**src/common/rcd_pkg.sv**
```systemverilog
// shared constants and carrier types for the reset cause and debug force reset block
package rcd_pkg;
	localparam int RCD_DATA_W = 8;
	localparam int RCD_ADDR_W = 2;
	// register index within the block's local address window
	localparam logic [1:0] RCD_ADDR_CAUSE = 2'h0;
	localparam logic [1:0] RCD_ADDR_FORCE = 2'h1;
	// reset cause flag positions, and the force bit position in the force register
	localparam int RCD_BIT_POWER_ON = 7;
	localparam int RCD_BIT_PIN = 6;
	localparam int RCD_BIT_WATCHDOG = 5;
	localparam int RCD_BIT_ILLEGAL_OPCODE = 4;
	localparam int RCD_BIT_ILLEGAL_ADDRESS = 3;
	localparam int RCD_BIT_LOW_VOLTAGE = 1;
	localparam int RCD_BIT_FORCE = 0;
	localparam logic [7:0] RCD_CAUSE_IMPL_MASK = 8'hFA;
	localparam logic [7:0] RCD_ZERO = 8'h00;
	// cycles the internal reset request stays asserted; a debug forced reset holds it one cycle longer
	localparam int RCD_RESET_PULSE = 4;
	localparam int RCD_CNT_W = 3;

	typedef struct packed {
		logic power_on;
		logic pin;
		logic watchdog;
		logic illegal_opcode;
		logic illegal_address;
		logic low_voltage;
		logic debug_force;
	} rcd_cause_t;

	typedef struct packed {
		logic cpu_write;
		logic cpu_read;
		logic debug_write;
		logic [RCD_ADDR_W-1:0] addr;
		logic [RCD_DATA_W-1:0] wdata;
	} rcd_bus_t;

	typedef enum logic [1:0] {
		RCD_RUN = 2'b00,
		RCD_HOLD = 2'b01,
		RCD_SAMPLE = 2'b10
	} rcd_state_t;
endpackage

```
**src/rtl/rcd_sync.sv**
```systemverilog
// three-stage synchroniser with agreement of the last two stages
`timescale 1ns/100ps
module rcd_sync #(
	parameter int WIDTH = 1,
	parameter logic [WIDTH-1:0] INIT = '0
) (
	input wire logic clock,
	input wire logic resetn,
	input wire logic [WIDTH-1:0] async_in,
	output logic [WIDTH-1:0] sync_out
);
	logic [WIDTH-1:0] stage1;
	logic [WIDTH-1:0] stage2;
	logic [WIDTH-1:0] stage3;
	logic [WIDTH-1:0] next_out;

	always_comb begin
		next_out = sync_out;
		for (int i = 0; i < WIDTH; i++) begin
			if (stage2[i] == stage3[i]) begin
				next_out[i] = stage3[i];
			end
		end
	end

	always_ff @(posedge clock or negedge resetn) begin
		if (!resetn) begin
			stage1 <= INIT;
			stage2 <= INIT;
			stage3 <= INIT;
			sync_out <= INIT;
		end else begin
			stage1 <= async_in;
			stage2 <= stage1;
			stage3 <= stage2;
			sync_out <= next_out;
		end
	end
endmodule

```
**src/rtl/rcd_top.sv**
```systemverilog
// reset cause flag register and debug forced reset logic
`timescale 1ns/100ps
// How it works
// RULE1 - The reset cause register holds read-only flags naming the source of the latest reset.
// RULE2 - A reset forced by the debug host clears every flag in the reset cause register.
// RULE3 - Any write to the reset cause address restarts the watchdog and leaves the flags alone.
// RULE4 - On reset entry each flag takes whether its source is active at that moment.
// RULE5 - Power-on reset sets bit 7 and also the low-voltage flag in bit 1.
// RULE6 - A low level on the external reset pin sets the pin flag in bit 6.
// RULE7 - A watchdog timeout sets bit 5, and no such reset happens while the watchdog is disabled.
// RULE8 - Executing an unimplemented or illegal opcode resets and sets bit 4.
// RULE9 - Stop with stop mode disabled, or background with background mode disabled, counts as illegal opcode.
// RULE10 - Accessing an unimplemented address resets and sets bit 3.
// RULE11 - A supply below the trip level with low-voltage reset enabled resets and sets bit 1.
// RULE12 - Bits 2 and 0 of the reset cause register read as zero.
// RULE13 - Writes to the force register from the user program are ignored; only debug writes count.
// RULE14 - Reading the force register always returns zero.
// RULE15 - A debug write of 1 to bit 0 of the force register performs a full reset.
// RULE16 - After the forcing write the debug host holds the mode pin high for user mode or low for debug mode.
// RULE17 - Watchdog enable at 0 disables the watchdog; at 1 a timeout forces a reset.
module rcd_top
	import rcd_pkg::*;
#(
	parameter int RESET_PULSE = RCD_RESET_PULSE
) (
	input wire logic clock,
	input wire logic resetn,
	input wire logic power_on_reset,
	input wire logic reset_pin_n,
	input wire logic watchdog_timeout,
	input wire logic watchdog_enable,
	input wire logic illegal_opcode,
	input wire logic stop_executed,
	input wire logic stop_mode_enable,
	input wire logic enter_background_instruction,
	input wire logic background_mode_enable,
	input wire logic illegal_address,
	input wire logic low_voltage_detect,
	input wire logic low_voltage_reset_enable,
	input wire logic debug_mode_select_pin,
	input wire rcd_pkg::rcd_bus_t bus,
	output logic [rcd_pkg::RCD_DATA_W-1:0] rdata,
	output logic watchdog_restart,
	output logic mcu_reset,
	output logic background_debug_mode
);
	import rcd_pkg::*;

	logic [1:0] pin_raw;
	logic [1:0] pin_sync;
	logic reset_pin_level_n;
	logic mode_pin_level;
	rcd_state_t state;
	rcd_state_t next_state;
	logic [RCD_CNT_W-1:0] count;
	logic [RCD_CNT_W-1:0] next_count;
	logic [RCD_DATA_W-1:0] cause_flags;
	logic [RCD_DATA_W-1:0] next_cause_flags;
	rcd_cause_t latched;
	rcd_cause_t next_latched;
	rcd_cause_t active;
	logic [RCD_DATA_W-1:0] next_rdata;
	logic next_watchdog_restart;
	logic next_mcu_reset;
	logic next_background_debug_mode;
	logic force_hit;

	function automatic logic [RCD_DATA_W-1:0] cause_to_flags(input rcd_cause_t c);
		logic [RCD_DATA_W-1:0] f;
		f = RCD_ZERO;
		if (!c.debug_force) begin
			f[RCD_BIT_POWER_ON] = c.power_on; // RULE5
			f[RCD_BIT_PIN] = c.pin; // RULE6
			f[RCD_BIT_WATCHDOG] = c.watchdog; // RULE7
			f[RCD_BIT_ILLEGAL_OPCODE] = c.illegal_opcode; // RULE8
			f[RCD_BIT_ILLEGAL_ADDRESS] = c.illegal_address; // RULE10
			f[RCD_BIT_LOW_VOLTAGE] = c.low_voltage | c.power_on; // RULE5 RULE11
		end
		return f & RCD_CAUSE_IMPL_MASK; // RULE12
	endfunction

	assign pin_raw = {reset_pin_n, debug_mode_select_pin};

	// pins come from outside the clock domain
	rcd_sync #(
		.WIDTH(2),
		.INIT(2'h3)
	) u_pin_sync (
		.clock(clock),
		.resetn(resetn),
		.async_in(pin_raw),
		.sync_out(pin_sync)
	);

	assign reset_pin_level_n = pin_sync[1];
	assign mode_pin_level = pin_sync[0];

	// debug-only write; cpu writes to this address never reach here
	assign force_hit = bus.debug_write && (bus.addr == RCD_ADDR_FORCE) && bus.wdata[RCD_BIT_FORCE]; // RULE13 RULE15

	always_comb begin
		active = '0;
		active.power_on = power_on_reset;
		active.pin = !reset_pin_level_n; // RULE6
		active.watchdog = watchdog_timeout && watchdog_enable; // RULE7 RULE17
		active.illegal_opcode = illegal_opcode
			|| (stop_executed && !stop_mode_enable)
			|| (enter_background_instruction && !background_mode_enable); // RULE8 RULE9
		active.illegal_address = illegal_address; // RULE10
		active.low_voltage = low_voltage_detect && low_voltage_reset_enable; // RULE11
		active.debug_force = force_hit; // RULE2
	end

	always_comb begin
		next_state = state;
		next_count = count;
		next_latched = latched;
		next_cause_flags = cause_flags;
		next_mcu_reset = mcu_reset;
		next_background_debug_mode = background_debug_mode;
		case (state)
			RCD_RUN: begin
				if (active != '0) begin
					// reset entry: all flags replaced at once
					next_latched = active;
					next_cause_flags = cause_to_flags(active); // RULE4 RULE1 RULE2
					next_state = RCD_HOLD;
					next_count = RCD_CNT_W'(RESET_PULSE - 1);
					next_mcu_reset = 1'b1; // RULE15
				end
			end
			RCD_HOLD: begin
				if (count != '0) begin
					next_count = count - 1'b1;
				end else if (latched.debug_force) begin
					next_state = RCD_SAMPLE;
				end else begin
					next_state = RCD_RUN;
					next_mcu_reset = 1'b0;
					next_background_debug_mode = 1'b0;
				end
			end
			RCD_SAMPLE: begin
				// host is holding the pin by now, so one look suffices
				next_background_debug_mode = !mode_pin_level; // RULE16
				next_mcu_reset = 1'b0;
				next_state = RCD_RUN;
			end
			default: begin
				next_state = RCD_RUN;
				next_mcu_reset = 1'b0;
			end
		endcase
	end

	always_ff @(posedge clock or negedge resetn) begin
		if (!resetn) begin
			state <= RCD_RUN;
			count <= '0;
			latched <= '0;
			cause_flags <= RCD_ZERO;
			mcu_reset <= 1'b0;
			background_debug_mode <= 1'b0;
		end else begin
			state <= next_state;
			count <= next_count;
			latched <= next_latched;
			cause_flags <= next_cause_flags;
			mcu_reset <= next_mcu_reset;
			background_debug_mode <= next_background_debug_mode;
		end
	end

	always_comb begin
		next_watchdog_restart = 1'b0;
		next_rdata = RCD_ZERO;
		if ((bus.cpu_write || bus.debug_write) && bus.addr == RCD_ADDR_CAUSE) begin
			next_watchdog_restart = 1'b1; // RULE3
		end
		if (bus.cpu_read) begin
			case (bus.addr)
				RCD_ADDR_CAUSE: next_rdata = cause_flags; // RULE1
				RCD_ADDR_FORCE: next_rdata = RCD_ZERO; // RULE14
				default: next_rdata = RCD_ZERO;
			endcase
		end
	end

	always_ff @(posedge clock or negedge resetn) begin
		if (!resetn) begin
			rdata <= RCD_ZERO;
			watchdog_restart <= 1'b0;
		end else begin
			rdata <= next_rdata;
			watchdog_restart <= next_watchdog_restart;
		end
	end
endmodule

```
**config.mk**
```make
export PLATFORM = sky130hd
export DESIGN_NAME = rcd_top
export DESIGN_NICKNAME = d
export VERILOG_FILES = /design/src/common/rcd_pkg.sv /design/src/rtl/rcd_sync.sv /design/src/rtl/rcd_top.sv
export SDC_FILE = /design/constraint.sdc
export NUM_CORES = 1
export LEC_CHECK = 0
export ABC_AREA = 1
export BUFFER_PORTS_ARGS = -buffer_cell sky130_fd_sc_hd__buf_2
export CAP_MARGIN = 40
export CORE_UTILIZATION = 40
export DETAILED_ROUTE_END_ITERATION = 7
export PLACE_DENSITY = 0.76
export SETUP_SLACK_MARGIN = 0.2
export SLEW_MARGIN = 20
export SYNTH_ARGS = -nofsm -noshare
export SYNTH_HDL_FRONTEND = slang
export SYNTH_HIERARCHICAL = 1
export SYNTH_SLANG_ARGS = --single-unit
```
**constraint.sdc**
```tcl
create_clock -name clock -period 1.4 [get_ports clock]
set_input_delay 0.21 -clock clock [delete_from_list [all_inputs] [get_ports clock]]
set_output_delay 0.21 -clock clock [all_outputs]
set_load 0.005 [all_outputs]
```
==> metrics <==
status finished clean; Post-Synth XOR/XNOR Area 0.672%; library cells used by synthesis 30; worst path bufs/invs 1; Die Y 59.1 um; number of clock sinks 29; RSZ-0062 raised after global routing yes; commonest non-fill, non-tap cells in the layout sky130_fd_sc_hd__buf_2, sky130_fd_sc_hd__nand2_1, sky130_fd_sc_hd__dfrtp_1; count of TritonRoute iterations in the first routing pass 4; leakage dissipation 0.856 nW; antenna violations before repair 0; pin count of the biggest net entering global routing 30; post-synthesis to final-layout area growth 26.1%; worst setup skew after layout 0.0110 ns; main combinational cell family by area after synthesis simple AND/OR/NAND/NOR gates; Inserted Diodes 0; WP data arrival 1.53 ns; final count of negative-setup-slack endpoints 0; number of maximum-capacitance violations 0; count of placed standard cells including taps 201; via count of the first global-routing pass 960; Crit path largest cell delay 0.55 ns; worst-case setup slack after placement 0.0759 ns; Cell Int Power 0.00188 W; ratio of final minimum period to clock period 93.0%; register bit count reported by yosys 29; depth of the CTS H-tree 2; detailed placement HPWL 1620 um; clock group share of total power 19.0%; cell types with the largest area share after synthesis sky130_fd_sc_hd__dfrtp_1, sky130_fd_sc_hd__dfstp_2, sky130_fd_sc_hd__nand2_1; share of final-layout standard cells stronger than drive strength 1 43.4%; element type at the critical path start flop; Sw Share 38.0%; part of the total power dissipated in sequential elements 40.0%; top cell type by total area after synthesis sky130_fd_sc_hd__dfrtp_1; largest delay contributor family on the critical path flip-flops; maximum count of clock buffers along a single path 2; clock tree from TritonCTS yes; setup TNS after final layout 0 ns; remaining antenna violation count 0; clock buffers created by TritonCTS 5; first-pass GRT wire length 3860 um; post-synthesis mux area share 0%; timing-limited maximum frequency 768 MHz; maximum vdd ir drop 1070 uV; portion of synthesized cell area occupied by the leading cell type 40.3%; most common cell after layout, fill and taps aside sky130_fd_sc_hd__buf_2; path category of the worst min-delay check in2reg; top fanout value on the critical path 6; standard cell core area 0.00308 mm2; Logic pwr share 41.1%; routed wire length 2240 um; reg-to-reg slack, setup 0.1 ns; number of rows in the core area 20; Max transition margin 58.1%; number of nets in the layout 202; Req. time, crit path 1.63 ns; starting utilization of the core area 42.4%; worst-path cell with the longest stage delay sky130_fd_sc_hd__dfstp_2; post-layout minimum cycle time 1.30 ns; final slew viol count 0; clock root buffer sky130_fd_sc_hd__clkbuf_4; overall via count from detail_route 947; Syn Inst Count 129; worst-margin pin slew 0.629 ns; die boundary width 59.1 um; post-synthesis instance area 0.00130 mm2; worst-case setup margin in the final layout 0.0984 ns; post-CTS clock slew at the launch and capture registers of the worst setup and hold paths 0.09 ns; DRC errors left 0; Avg Synthesized Cell Area 10.1 um2; final weighted congestion in routability-driven placement 0.774; clock latency of the later-clocked register in the worst-skew pair 0.33 ns; Tot GR Track Use 15.7%; drt first-iter violations 11; number of primary I/O pins 39; via/cell ratio 4.36; detailed-route wire length per cell 10.3 um; die footprint 0.00349 mm2; Seq/Total Area, Yosys 56.4%; simple-gate portion of the synthesized area 27.6%; GRT Residual Overflow 0; Worst Path Class, Setup reg2reg; Synth Warn # 6; I/O Buffers 29; Synth Area in Adders 1.92%; cells traversed along the worst timing path nand3_2, nor2_4, nand3_4, nand2_8, inv_4, nand2_1, o21ai_2; fraction of the mapped netlist area in compound gates 5.28%; CP Capture Type flop; final cell count without fillers 217; number of hold violations in the final report 0; net switching power figure 0.00115 W; final core area utilization 53.4%; power density of the placed cells 1840 mW/mm2
==> power by group through the flow <==
stage | logic (W) | clock network (W) | registers [W]
2_1_floorplan | 0.000876 | 0 | 0.00120
3_3_place_gp | 0.00105 | 0 | 0.00121
3_5_place_dp | 0.00112 | 0 | 0.00123
4_1_cts | 0.00120 | 0.000598 | 0.00121
5_1_grt | 0.00139 | 0.000628 | 0.00123
6_report | 0.00124 | 0.000575 | 0.00121
==> kinds of logic (layout without fill, tap and decap cells) <==
| family | after synthesis | in the layout |
|---|---|---|
| compound gates | 10 | 10 |
| other cells | 1 | 2 |
| fa+ha+maj | 2 | 2 |
| flops | 29 | 29 |
| simple gates | 62 | 63 |
| xor+xnor | 1 | 1 |
| buf+inv | 24 | 66 |
==> layer usage <==
layer / share of wire [%] / GRT usage, % / vias up
li1: - / - / 478
met1: 41 / 15.7 / 439
met2: 53 / 27.8 / 25
met3: 3.9 / 4.59 / 5
met4: 2.6 / 11.2 / 0
met5: 0 / 0 / -
==> cell usage after synthesis <==
master,instances
sky130_fd_sc_hd__a21oi_1,2
sky130_fd_sc_hd__buf_4,2
sky130_fd_sc_hd__clkinv_1,1
sky130_fd_sc_hd__clkinv_2,1
sky130_fd_sc_hd__conb_1,1
sky130_fd_sc_hd__dfrtp_1,21
sky130_fd_sc_hd__dfstp_2,8
sky130_fd_sc_hd__ha_1,2
sky130_fd_sc_hd__inv_1,18
sky130_fd_sc_hd__inv_2,1
sky130_fd_sc_hd__inv_4,1
sky130_fd_sc_hd__nand2_1,25
sky130_fd_sc_hd__nand2_2,3
sky130_fd_sc_hd__nand2_4,2
sky130_fd_sc_hd__nand2_8,1
sky130_fd_sc_hd__nand3_1,2
sky130_fd_sc_hd__nand3_2,1
sky130_fd_sc_hd__nand3_4,1
sky130_fd_sc_hd__nand4_1,2
sky130_fd_sc_hd__nand4_4,1
sky130_fd_sc_hd__nor2_1,14
sky130_fd_sc_hd__nor2_2,4
sky130_fd_sc_hd__nor2_4,4
sky130_fd_sc_hd__nor3_1,1
sky130_fd_sc_hd__o21a_1,1
sky130_fd_sc_hd__o21ai_1,2
sky130_fd_sc_hd__o21ai_2,4
sky130_fd_sc_hd__o22ai_1,1
sky130_fd_sc_hd__or2_1,1
sky130_fd_sc_hd__xnor2_1,1
==> flip-flops by register name, summed over array words and instances (netlist names) <==
signal                 flops
count                      3
u_pin_sync/stage3          2
u_pin_sync/sync_out        2
state                      2
u_pin_sync/stage2          2
cause_flags                6
rdata                      6
background_debug_mode      1
latched                    1
watchdog_restart           1
mcu_reset                  1
u_pin_sync/stage1          2
==> path summary, 6_finish.rpt <==
| kind | from | to | cells past startpoint |
|---|---|---|---|
| worst max-delay path | u_pin_sync/sync_out[1] | cause_flags[6] | 7 |
| worst min-delay path | bus[12] | watchdog_restart | 2 |
| worst max register to register | u_pin_sync/sync_out[1] | cause_flags[6] | 7 |
| worst min register to register | u_pin_sync/stage1[0] | u_pin_sync/stage2[0] | 0 |
| max in group asynchronous | resetn | state[0] | 2 |
| min in group asynchronous | resetn | watchdog_restart | 2 |
==> repair_timing <==
item,4_1_cts,5_1_grt
buffers inserted,3,1
gates cloned,0,1
endpoints found under the setup margin,13,14
pin swaps,0,1
gates resized for setup,1,1
hold buffers,3,0
hold endpoints to repair,23,0
==> metrics by stage <==
step	hold WS, ns	cell area [um2]	total power (W)
2_1_floorplan	-0.0856	1310	0.00208
3_3_place_gp	0.251	1490	0.00226
3_5_place_dp	0.272	1490	0.00235
4_1_cts	0.0605	1620	0.00301
5_1_grt	0.0644	1640	0.00325
6_report	0.0781	1640	0.00303
==> layout make-up <==
type	count	area (um2)
fill	287	1430
multi-input combinational	78	492
sequential	29	736
clock buffer	7	65.1
timing repair buffer	36	205
inverter	22	86.3
tap	44	55.1
clock inverter	1	5.00
Power figures use the tool's default switching activity.
